--- src/shared/oscc_defs.vh ---
// Constants for the oscillator enable and status control block.
// Assumes inclusion by bare name from the design files.
`ifndef OSCC_DEFS_VH
`define OSCC_DEFS_VH

// Byte addresses of the registers.
`define OSCC_KEY_ADDR 16'h0a0c
`define OSCC_CTRL_ADDR 16'h0a10
`define OSCC_HPCFG_ADDR 16'h20bc
`define OSCC_IRQ_STAT_ADDR 16'h0a20
`define OSCC_IRQ_MASK_ADDR 16'h0a24
`define OSCC_SYSRST_ADDR 16'h0a28

// Unlock key value.
`define OSCC_KEY_VALUE 16'hcb14

// Field positions in the control register.
`define OSCC_LF_EN_BIT 0
`define OSCC_HF_EN_BIT 1
`define OSCC_XT_EN_BIT 2
`define OSCC_LF_RDY_BIT 8
`define OSCC_HF_RDY_BIT 9
`define OSCC_XT_RDY_BIT 10

// Reset values.
`define OSCC_EN_RESET 3'h3
`define OSCC_HPCFG_RESET 32'h00000034

// Stabilisation time in microseconds and clock rate in MHz.
`define OSCC_STAB_US 10
`define OSCC_CLK_MHZ 25
`define OSCC_STAB_CYCLES (`OSCC_STAB_US * `OSCC_CLK_MHZ)

`endif

--- src/oscc_stab_timer.v ---
// Stabilisation timer for one oscillator.
// Assumes enable is a level from the control register in the clk domain.
`timescale 1ns/1ps
module oscc_stab_timer #(
	parameter CYCLES = 250,
	parameter CW = 16
) (
	input wire clk,
	input wire reset,
	input wire enable,
	output reg ready_reg
);
	reg [CW-1:0] count_reg;

	// Count from enable; clear at once on disable; ready is latched.
	always @(posedge clk) begin
		if (reset || !enable) begin
			count_reg <= {CW{1'b0}};
			ready_reg <= 1'b0;
		end else if (!ready_reg) begin
			if (count_reg == CYCLES[CW-1:0] - 1'b1) begin
				ready_reg <= 1'b1;
			end else begin
				count_reg <= count_reg + 1'b1;
			end
		end
	end
endmodule // oscc_stab_timer

--- src/oscc_top.v ---
// Oscillator enable and status control with an Avalon-MM slave.
// Assumes a synchronous master; one access answered per request.
`timescale 1ns/1ps
`include "oscc_defs.vh"
module oscc_top #(
	parameter STAB_CYCLES = `OSCC_STAB_CYCLES
) (
	input wire clk,
	input wire reset,
	input wire [15:0] avs_address,
	input wire avs_read,
	input wire avs_write,
	input wire [31:0] avs_writedata,
	input wire [3:0] avs_byteenable,
	output reg [31:0] avs_readdata,
	output reg avs_waitrequest,
	output reg lf_osc_enable,
	output reg hf_osc_enable,
	output reg xtal_osc_enable,
	output reg system_reset_request,
	output reg irq
);
	////////////////////////////////////////////////////////////////////
	// Reset value of the three enable bits, taken apart per oscillator.
	localparam [2:0] EN_RST = `OSCC_EN_RESET;

	// Control, configuration and event state.
	reg [2:0] en_reg;
	reg unlock_reg;
	reg [31:0] hpcfg_reg;
	reg [2:0] stat_reg;
	reg [2:0] mask_reg;
	reg [2:0] rdy_prev_reg;
	reg done_reg;

	// Timer flags, bus qualifiers and word decodes.
	wire [2:0] rdy;
	wire req;
	wire wr_now;
	wire [2:0] rise;
	wire sel_key;
	wire sel_ctrl;
	wire sel_hpcfg;
	wire sel_stat;
	wire sel_mask;
	wire sel_sysrst;
	wire key_ok;
	wire ctrl_wr;
	wire srr_ok;

	// Address match on the word part; the two byte bits are ignored.
	function hit;
		input [15:0] a;
		input [15:0] b;
		begin
			hit = (a[15:2] == b[15:2]);
		end
	endfunction

	////////////////////////////////////////////////////////////////////
	// One stabilisation timer per oscillator; its flag is latched.
	genvar g;
	generate
		for (g = 0; g < 3; g = g + 1) begin : g_tmr
			oscc_stab_timer #(.CYCLES(STAB_CYCLES), .CW(16)) u_tmr (
				.clk(clk),
				.reset(reset),
				.enable(en_reg[g]),
				.ready_reg(rdy[g])
			);
		end
	endgenerate

	////////////////////////////////////////////////////////////////////
	// A request is taken once and completes on the following edge.
	assign req = (avs_read || avs_write) && !done_reg;
	assign wr_now = avs_write && done_reg;

	// A ready flag that rises is an event for the status register.
	assign rise = rdy & ~rdy_prev_reg;

	// Word decodes shared by the write and read paths.
	assign sel_key = hit(avs_address, `OSCC_KEY_ADDR);
	assign sel_ctrl = hit(avs_address, `OSCC_CTRL_ADDR);
	assign sel_hpcfg = hit(avs_address, `OSCC_HPCFG_ADDR);
	assign sel_stat = hit(avs_address, `OSCC_IRQ_STAT_ADDR);
	assign sel_mask = hit(avs_address, `OSCC_IRQ_MASK_ADDR);
	assign sel_sysrst = hit(avs_address, `OSCC_SYSRST_ADDR);

	// Only the exact key in the low half opens the control register.
	assign key_ok = sel_key && (avs_writedata[15:0] == `OSCC_KEY_VALUE);

	// A control write needs the open lock and the low byte lane.
	assign ctrl_wr = wr_now && sel_ctrl && unlock_reg &&
		avs_byteenable[0];

	// A system reset is refused unless both fast sources are enabled.
	assign srr_ok = en_reg[`OSCC_XT_EN_BIT] && en_reg[`OSCC_HF_EN_BIT];

	////////////////////////////////////////////////////////////////////
	// Handshake: waitrequest low for one cycle after a request is seen.
	always @(posedge clk) begin
		if (reset) begin
			done_reg <= 1'b0;
			avs_waitrequest <= 1'b1;
		end else begin
			done_reg <= req;
			avs_waitrequest <= !req;
		end
	end

	// Any completed write consumes the lock; only a key write reopens it.
	always @(posedge clk) begin
		if (reset) begin
			unlock_reg <= 1'b0;
		end else if (wr_now) begin
			unlock_reg <= key_ok;
		end
	end

	// Enable bits; a write while locked leaves them as they are.
	always @(posedge clk) begin
		if (reset) begin
			en_reg <= EN_RST;
		end else if (ctrl_wr) begin
			en_reg <= avs_writedata[2:0];
		end
	end

	// High-power configuration word; it needs no key.
	always @(posedge clk) begin
		if (reset) begin
			hpcfg_reg <= `OSCC_HPCFG_RESET;
		end else if (wr_now && sel_hpcfg) begin
			hpcfg_reg <= avs_writedata;
		end
	end

	// Interrupt mask, one bit per ready event.
	always @(posedge clk) begin
		if (reset) begin
			mask_reg <= 3'h0;
		end else if (wr_now && sel_mask) begin
			mask_reg <= avs_writedata[2:0];
		end
	end

	// Sticky ready events; a rise in the cycle of a clear still sets.
	always @(posedge clk) begin
		if (reset) begin
			rdy_prev_reg <= 3'h0;
			stat_reg <= 3'h0;
		end else begin
			rdy_prev_reg <= rdy;
			// Writing ones clears those bits.
			if (wr_now && sel_stat) begin
				stat_reg <= (stat_reg & ~avs_writedata[2:0]) | rise;
			end else begin
				stat_reg <= stat_reg | rise;
			end
		end
	end

	// One-cycle system reset request, only with both fast sources on.
	always @(posedge clk) begin
		if (reset) begin
			system_reset_request <= 1'b0;
		end else begin
			system_reset_request <= wr_now && sel_sysrst &&
				avs_writedata[0] && srr_ok;
		end
	end

	////////////////////////////////////////////////////////////////////
	// Read data are taken on the taking edge and stand until the next read.
	always @(posedge clk) begin
		if (reset) begin
			avs_readdata <= 32'h0;
		end else if (req && avs_read) begin
			if (sel_ctrl) begin
				avs_readdata <= {21'h0, rdy[2], rdy[1], rdy[0], 5'h0,
					en_reg};
			end else if (sel_key) begin
				// The key reads back as zero so it cannot be learnt.
				avs_readdata <= 32'h0;
			end else if (sel_hpcfg) begin
				avs_readdata <= hpcfg_reg;
			end else if (sel_stat) begin
				avs_readdata <= {29'h0, stat_reg};
			end else if (sel_mask) begin
				avs_readdata <= {29'h0, mask_reg};
			end else begin
				avs_readdata <= 32'h0;
			end
		end
	end

	// Registered outputs to the oscillators and the interrupt line.
	always @(posedge clk) begin
		if (reset) begin
			lf_osc_enable <= EN_RST[`OSCC_LF_EN_BIT];
			hf_osc_enable <= EN_RST[`OSCC_HF_EN_BIT];
			xtal_osc_enable <= EN_RST[`OSCC_XT_EN_BIT];
			irq <= 1'b0;
		end else begin
			lf_osc_enable <= en_reg[`OSCC_LF_EN_BIT];
			hf_osc_enable <= en_reg[`OSCC_HF_EN_BIT];
			xtal_osc_enable <= en_reg[`OSCC_XT_EN_BIT];
			// The interrupt is a level that follows the masked status.
			irq <= |(stat_reg & mask_reg);
		end
	end
endmodule // oscc_top

--- config.mk ---
export PLATFORM = sky130hd
export DESIGN_NAME = oscc_top
export DESIGN_NICKNAME = d
export VERILOG_FILES = /design/src/oscc_stab_timer.v /design/src/oscc_top.v
export VERILOG_INCLUDE_DIRS = /design/src /design/src/shared
export SDC_FILE = /design/constraint.sdc
export NUM_CORES = 1
export LEC_CHECK = 0
export BUFFER_PORTS_ARGS = -buffer_cell sky130_fd_sc_hd__buf_2
export CORE_MARGIN = 4
export CORE_UTILIZATION = 55
export CTS_CLUSTER_SIZE = 16
export DETAILED_ROUTE_END_ITERATION = 8
export HOLD_SLACK_MARGIN = 0.08
export PLACE_DENSITY = 0.83
export SETUP_SLACK_MARGIN = 0.2
export SLEW_MARGIN = 15
export SYNTH_ARGS = -nofsm -noshare
export SYNTH_HDL_FRONTEND = slang
export SYNTH_SLANG_ARGS = --single-unit
export TNS_END_PERCENT = 50
--- constraint.sdc ---
create_clock -name clk -period 2.4 [get_ports clk]
set_input_delay 0.12 -clock clk [delete_from_list [all_inputs] [get_ports clk]]
set_output_delay 0.12 -clock clk [all_outputs]
set_load 0.1 [all_outputs]
* Word level (Yosys, flattened, before mapping)
Index checks and enable logic that the tools add are counted.
** Operators by class
- Add/subtract/negate cells :: 3
- Equal/unequal tests :: 10
- Muxes and demuxes :: 12
- Bitwise operators :: 13
- Reductions and logical operators :: 27
** Operator list (count)
- $mux W32 :: 3
- $eq A14 B10 Y1 const B :: 5
- $add A16 B1 Y16 const B :: 3
- $eq A16 B8 Y1 const B :: 3
- $eq A16 B16 Y1 const B :: 1
- $eq A14 B12 Y1 const B :: 1
- $logic_and A1 B1 Y1 :: 14
- $and A3 B3 Y3 :: 3
- $mux W3 :: 3
- $mux W1 :: 6
- $not A1 Y1 :: 6
- $not A3 Y3 :: 2
- $or A3 B3 Y3 :: 2
- $reduce_and A2 Y1 :: 3
- $logic_not A1 Y1 :: 5
- $logic_or A1 B1 Y1 :: 4
- $reduce_or A3 Y1 :: 1
** Word-level totals
- Register bits :: 135
- Logic and storage cells :: 85

* Depth between registers and ports, before layout
- Depth in word-level cells :: 6
- Depth in mapped cells :: 8

* Cells and area by module
Synthesis repeated with hierarchy kept, for this count alone.
** Second synthesis, totals
- Cells, all modules :: 653
- Area total of the unflattened synthesis :: 5908.2 µm²
** By module, submodules not included
- oscc_top :: instances 1, cells each 374, area each 3344.5 µm²
- oscc_stab_timer :: instances 3, cells each 93, area each 854.6 µm²

* Worst setup path before layout
No wires, ideal clock.
- Path type :: input-to-reg
- From :: input avs_address[6]
- To :: register mask_reg[0]
- Library setup time :: 128 ps
- Arrival :: 1815 ps
- Setup slack :: 458 ps
- Stages :: 6
- Buffers on the path :: 1
- Cells stage by stage :: or4_4 -> nor4_4 -> or4b_1 -> buf_2 -> mux2i_1 -> nor2_1
** Between the ends
- Longest elaborated chain between the ends :: 2
** Ends and longest elaborated chain
- from (decl) :: line oscc_top.v:10 : input wire [15:0] avs_address,
- $eq A14 B10 Y1 :: line oscc_top.v:56 : hit = (a[15:2] == b[15:2]);
- $logic_and A1 B1 Y1 :: line oscc_top.v:143 : end else if (wr_now && sel_mask) begin
- to (signal assigned) :: line oscc_top.v:144 : mask_reg <= avs_writedata[2:0];
- to (decl) :: line oscc_top.v:32 : reg [2:0] mask_reg;
Every way passes these cells.
A chain may end at the register's enable or synchronous reset.

* Worst setup path after layout
- From :: input avs_writedata[12]
- To :: register unlock_reg
** Between the ends
- Longest elaborated chain between the ends :: 2
** Ends and longest elaborated chain
- from (decl) :: line oscc_top.v:13 : input wire [31:0] avs_writedata,
- $eq A16 B16 Y1 (no line)
- $logic_and A1 B1 Y1 :: line oscc_top.v:91 : assign key_ok = sel_key && (avs_writedata[15:0] == `OSCC_KEY_VALUE);
- to (signal assigned) :: line oscc_top.v:117 : unlock_reg <= key_ok;
- to (decl) :: line oscc_top.v:29 : reg unlock_reg;
Every way passes these cells.

==> flow_summary.yaml <==
yosys:
  synthSimpleGateAreaFrac_pct: 27.30
  yosys_warnings: 0
  synth_compound_area_share_pct: 12.03
  synth_nets: 684
  netlist-cell-type-count: 48
  ys_seq_area_share_pct: 49.68
  synthMuxAreaShare_pct: 0.7360
  synth_adder_area_share_pct: 1.380
  synth-edff-count: 0
  netlist_instances: 622
  synth_flop_cell: "dfxtp_1"
  synth_top_family_by_area: "simple AND/OR/NAND/NOR gates"
  synth_seq_cells: 135
  synthArstFlopShare_pct: 0
  avgSynthCellArea_um2: 8.746
  synth_area_um2: 5440
  synth_xor_area_share_pct: 5.796
status:
  status: "finished clean"
final_layout:
  largest_register_ffs: 48
  syn2layout_area_growth_pct: 29.35
  nNetsFinal: 815
  mostFrequentLayoutCells: "135 x dfxtp_1, 88 x nor2_1, 88 x buf_2"
  layout_commonest_cell: "dfxtp_1"
  antenna_cells: 0
  drive_gt1_share_pct: 18.80
timing:
  period_needed_ps: 2106
  holdWs_ps: 110.5
  drv_slew: 0
  fin_tns_setup_ps: 0
  fin_crit_sh_pct: 87.73
  fmax_ghz: 0.4749
  max-slew-margin-rel_pct: 54.26
  finalSetupViolations: 0
  rsz0062_at_grt: "no"
  worstMarginPinSlew_ps: 686.0
  skew_ps: 7.318
  finalHoldViolCount: 0
global_routing:
  grt_max_degree: 46
  grt_pass1_vias: 5171
  grt-ovfl-total: 0
  grt_pass1_wl_um: 24360
  antenna_found_initial: 0
  grtUsageTotal_pct: 26.47
power:
  peakVddDrop_uv: 397.3
  power_leakage_nw: 2.712
  combPwrFrac_pct: 6.0
  swShare_pct: 22.94
  clkPwrFrac_pct: 49.4
  power.density_nw_per_um2: 726.5
  p_switching_w: 0.001173
  p_seq_share_pct: 44.6
  power.internal_w: 0.003939
drt:
  ant_nets: 0
  routed-via-count: 5174
  dr.pass1.iters: 6
  avgRoutedWirePerCell_um: 16.63
  remaining_drc_errors: 0
  detail_route.wirelength_um: 14950
  viasPerCell: 5.755
  dr.first_iter.drc_count: 406
placement:
  hpwl_um: 8961
  portBuffers: 88
  routabilityCongestion: 0.8412
cts:
  htree_num_levels: 4
  cts_made_buffers: 17
  path_clk_slew_ps: 60
  clock-sinks: 135
  cts-root-buf: "clkbuf_8"
  cts_tree: "built"
  post_cts_buffers: 0
  clk-insertion-delay-late_ps: 530
  clk_path_buf_depth: 2
die:
  dieHeight_um: 107.5
  io_pins: 94
  core_um2: 9684
  die_w_um: 107.5
  start_util_pct: 56.18
  rows: 36
  die-area_um2: 11550
setup_path:
  cpLargestDelayFamily: "buffers and inverters"
  cp.arrival_ps: 2550
  crit_required_ps: 2850
  cpPeakStageDelay_ps: 600
  start_kind: "input pin"
  end_kind: "flip-flop"
  path_cells: "dlygate4sd3_1 -> buf_2 -> nor4bb_2 -> nand4_1 -> nor4_1 -> dlygate4sd3_1 -> nand4_1 -> a21oi_1"
  critPathMaxFanout: 2
  timing.critical_path.buf_inv: 3
  critPathKind: "input pin to flip-flop"
  cp_slowest_cell: "dlygate4sd3_1"
hold_path:
  holdCritPathClass: "input pin to flip-flop"
run:
  drv_cap: 0
-- per-layer routing --
layer,part of all wire (%),global-route usage [%]
met5,0,0
met1,39,30.35
met3,8.2,6.959
met4,3.7,12.71
met2,49,45.76
-- synthesized netlist by cell type (all sizes together) (2+ instances only) --
cell type	number	area share (%)
dfxtp	135	50
nor2	88	6.1
nand2	86	5.9
a21oi	44	4.0
a22oi	26	3.6
xor2	23	3.7
nand3	22	2.0
clkbuf	21	1.4
nand4	15	1.7
nor3	14	1.3
nor4	13	2.3
xnor2	13	2.1
inv	12	0.83
buf	9	0.80
a211oi	8	1.1
nand2b	8	0.92
nor2b	8	0.92
o21ai	8	0.74
or3	8	0.92
ha	6	1.4
and3	5	0.57
and4	5	0.80
a31oi	4	0.46
mux2i	4	0.74
nand3b	4	0.55
or2	4	0.51
a221oi	3	0.48
o2bb2ai	3	0.48
a211o	2	0.32
a41oi	2	0.32
and3b	2	0.32
and4b	2	0.37
nand4bb	2	0.41
nor4b	2	0.32
or4	2	0.35
or4b	2	0.37
-- cell type report --
type	count	area, um2
clock inverters	10	120.1
well taps	133	166.4
flip-flops and latches	135	2703
inverters	12	45.04
repair buffers	142	960.9
clock buffers	22	462.9
fillers	643	2648
multi-input cells	445	2579
-- final timing paths --
kind / depth (start not counted) / endpoint / slack (ps) / startpoint
worst min register to register: 2 / hpcfg_reg[20]$_SDFFE_PP0P_ / 460 / hpcfg_reg[20]$_SDFFE_PP0P_
worst max-delay path: 8 / unlock_reg$_SDFFE_PP0P_ / 290 / avs_writedata[12]
worst min-delay path: 2 / avs_readdata[27]$_SDFFE_PP0P_ / 110 / reset
worst max register to register: 4 / system_reset_request$_SDFF_PP0_ / 350 / en_reg[1]$_SDFFE_PP1P_
-- logic make-up after synthesis --
group	count (synthesis)
and+or+nand+nor	296
DFF	135
AOI/OAI and AO/OA	103
buffers and inverters	42
xor gates and xnor gates	36
adders and majority gates	6
muxes	4
-- power groups by stage --
| stage | combinational, W | clock [W] | sequential [W] |
|---|---|---|---|
| floorplan | 0.0000939 | 0 | 0.00238 |
| global placement | 0.000238 | 0 | 0.00232 |
| detailed placement | 0.000243 | 0 | 0.00233 |
| CTS | 0.000297 | 0.00254 | 0.00228 |
| global route | 0.000326 | 0.00265 | 0.00228 |
| finish | 0.000307 | 0.00253 | 0.00228 |
-- through the flow --
stage          cells  cell area [um2]  power [W]  utilization (%)  worst slack (ps)
4_1_cts          899             7030   0.005115            72.60             427.5
6_report         899             7037   0.005112            72.66             294.4
2_1_floorplan    622             5440   0.002474                -             457.7
3_3_place_gp     826             6037   0.002561            62.34             391.5
5_1_grt          899             7037   0.005258            72.66             233.6
3_5_place_dp     826             6037   0.002568            62.34             314.9
-- timing repair --
action                                 4_1_cts  5_1_grt
hold buffers                                41        0
endpoints found under the hold margin       45        0
gates resized for setup                      0        1
setup endpoints to repair                    0        1
No activity file was read; power rests on OpenSTA's default activity.
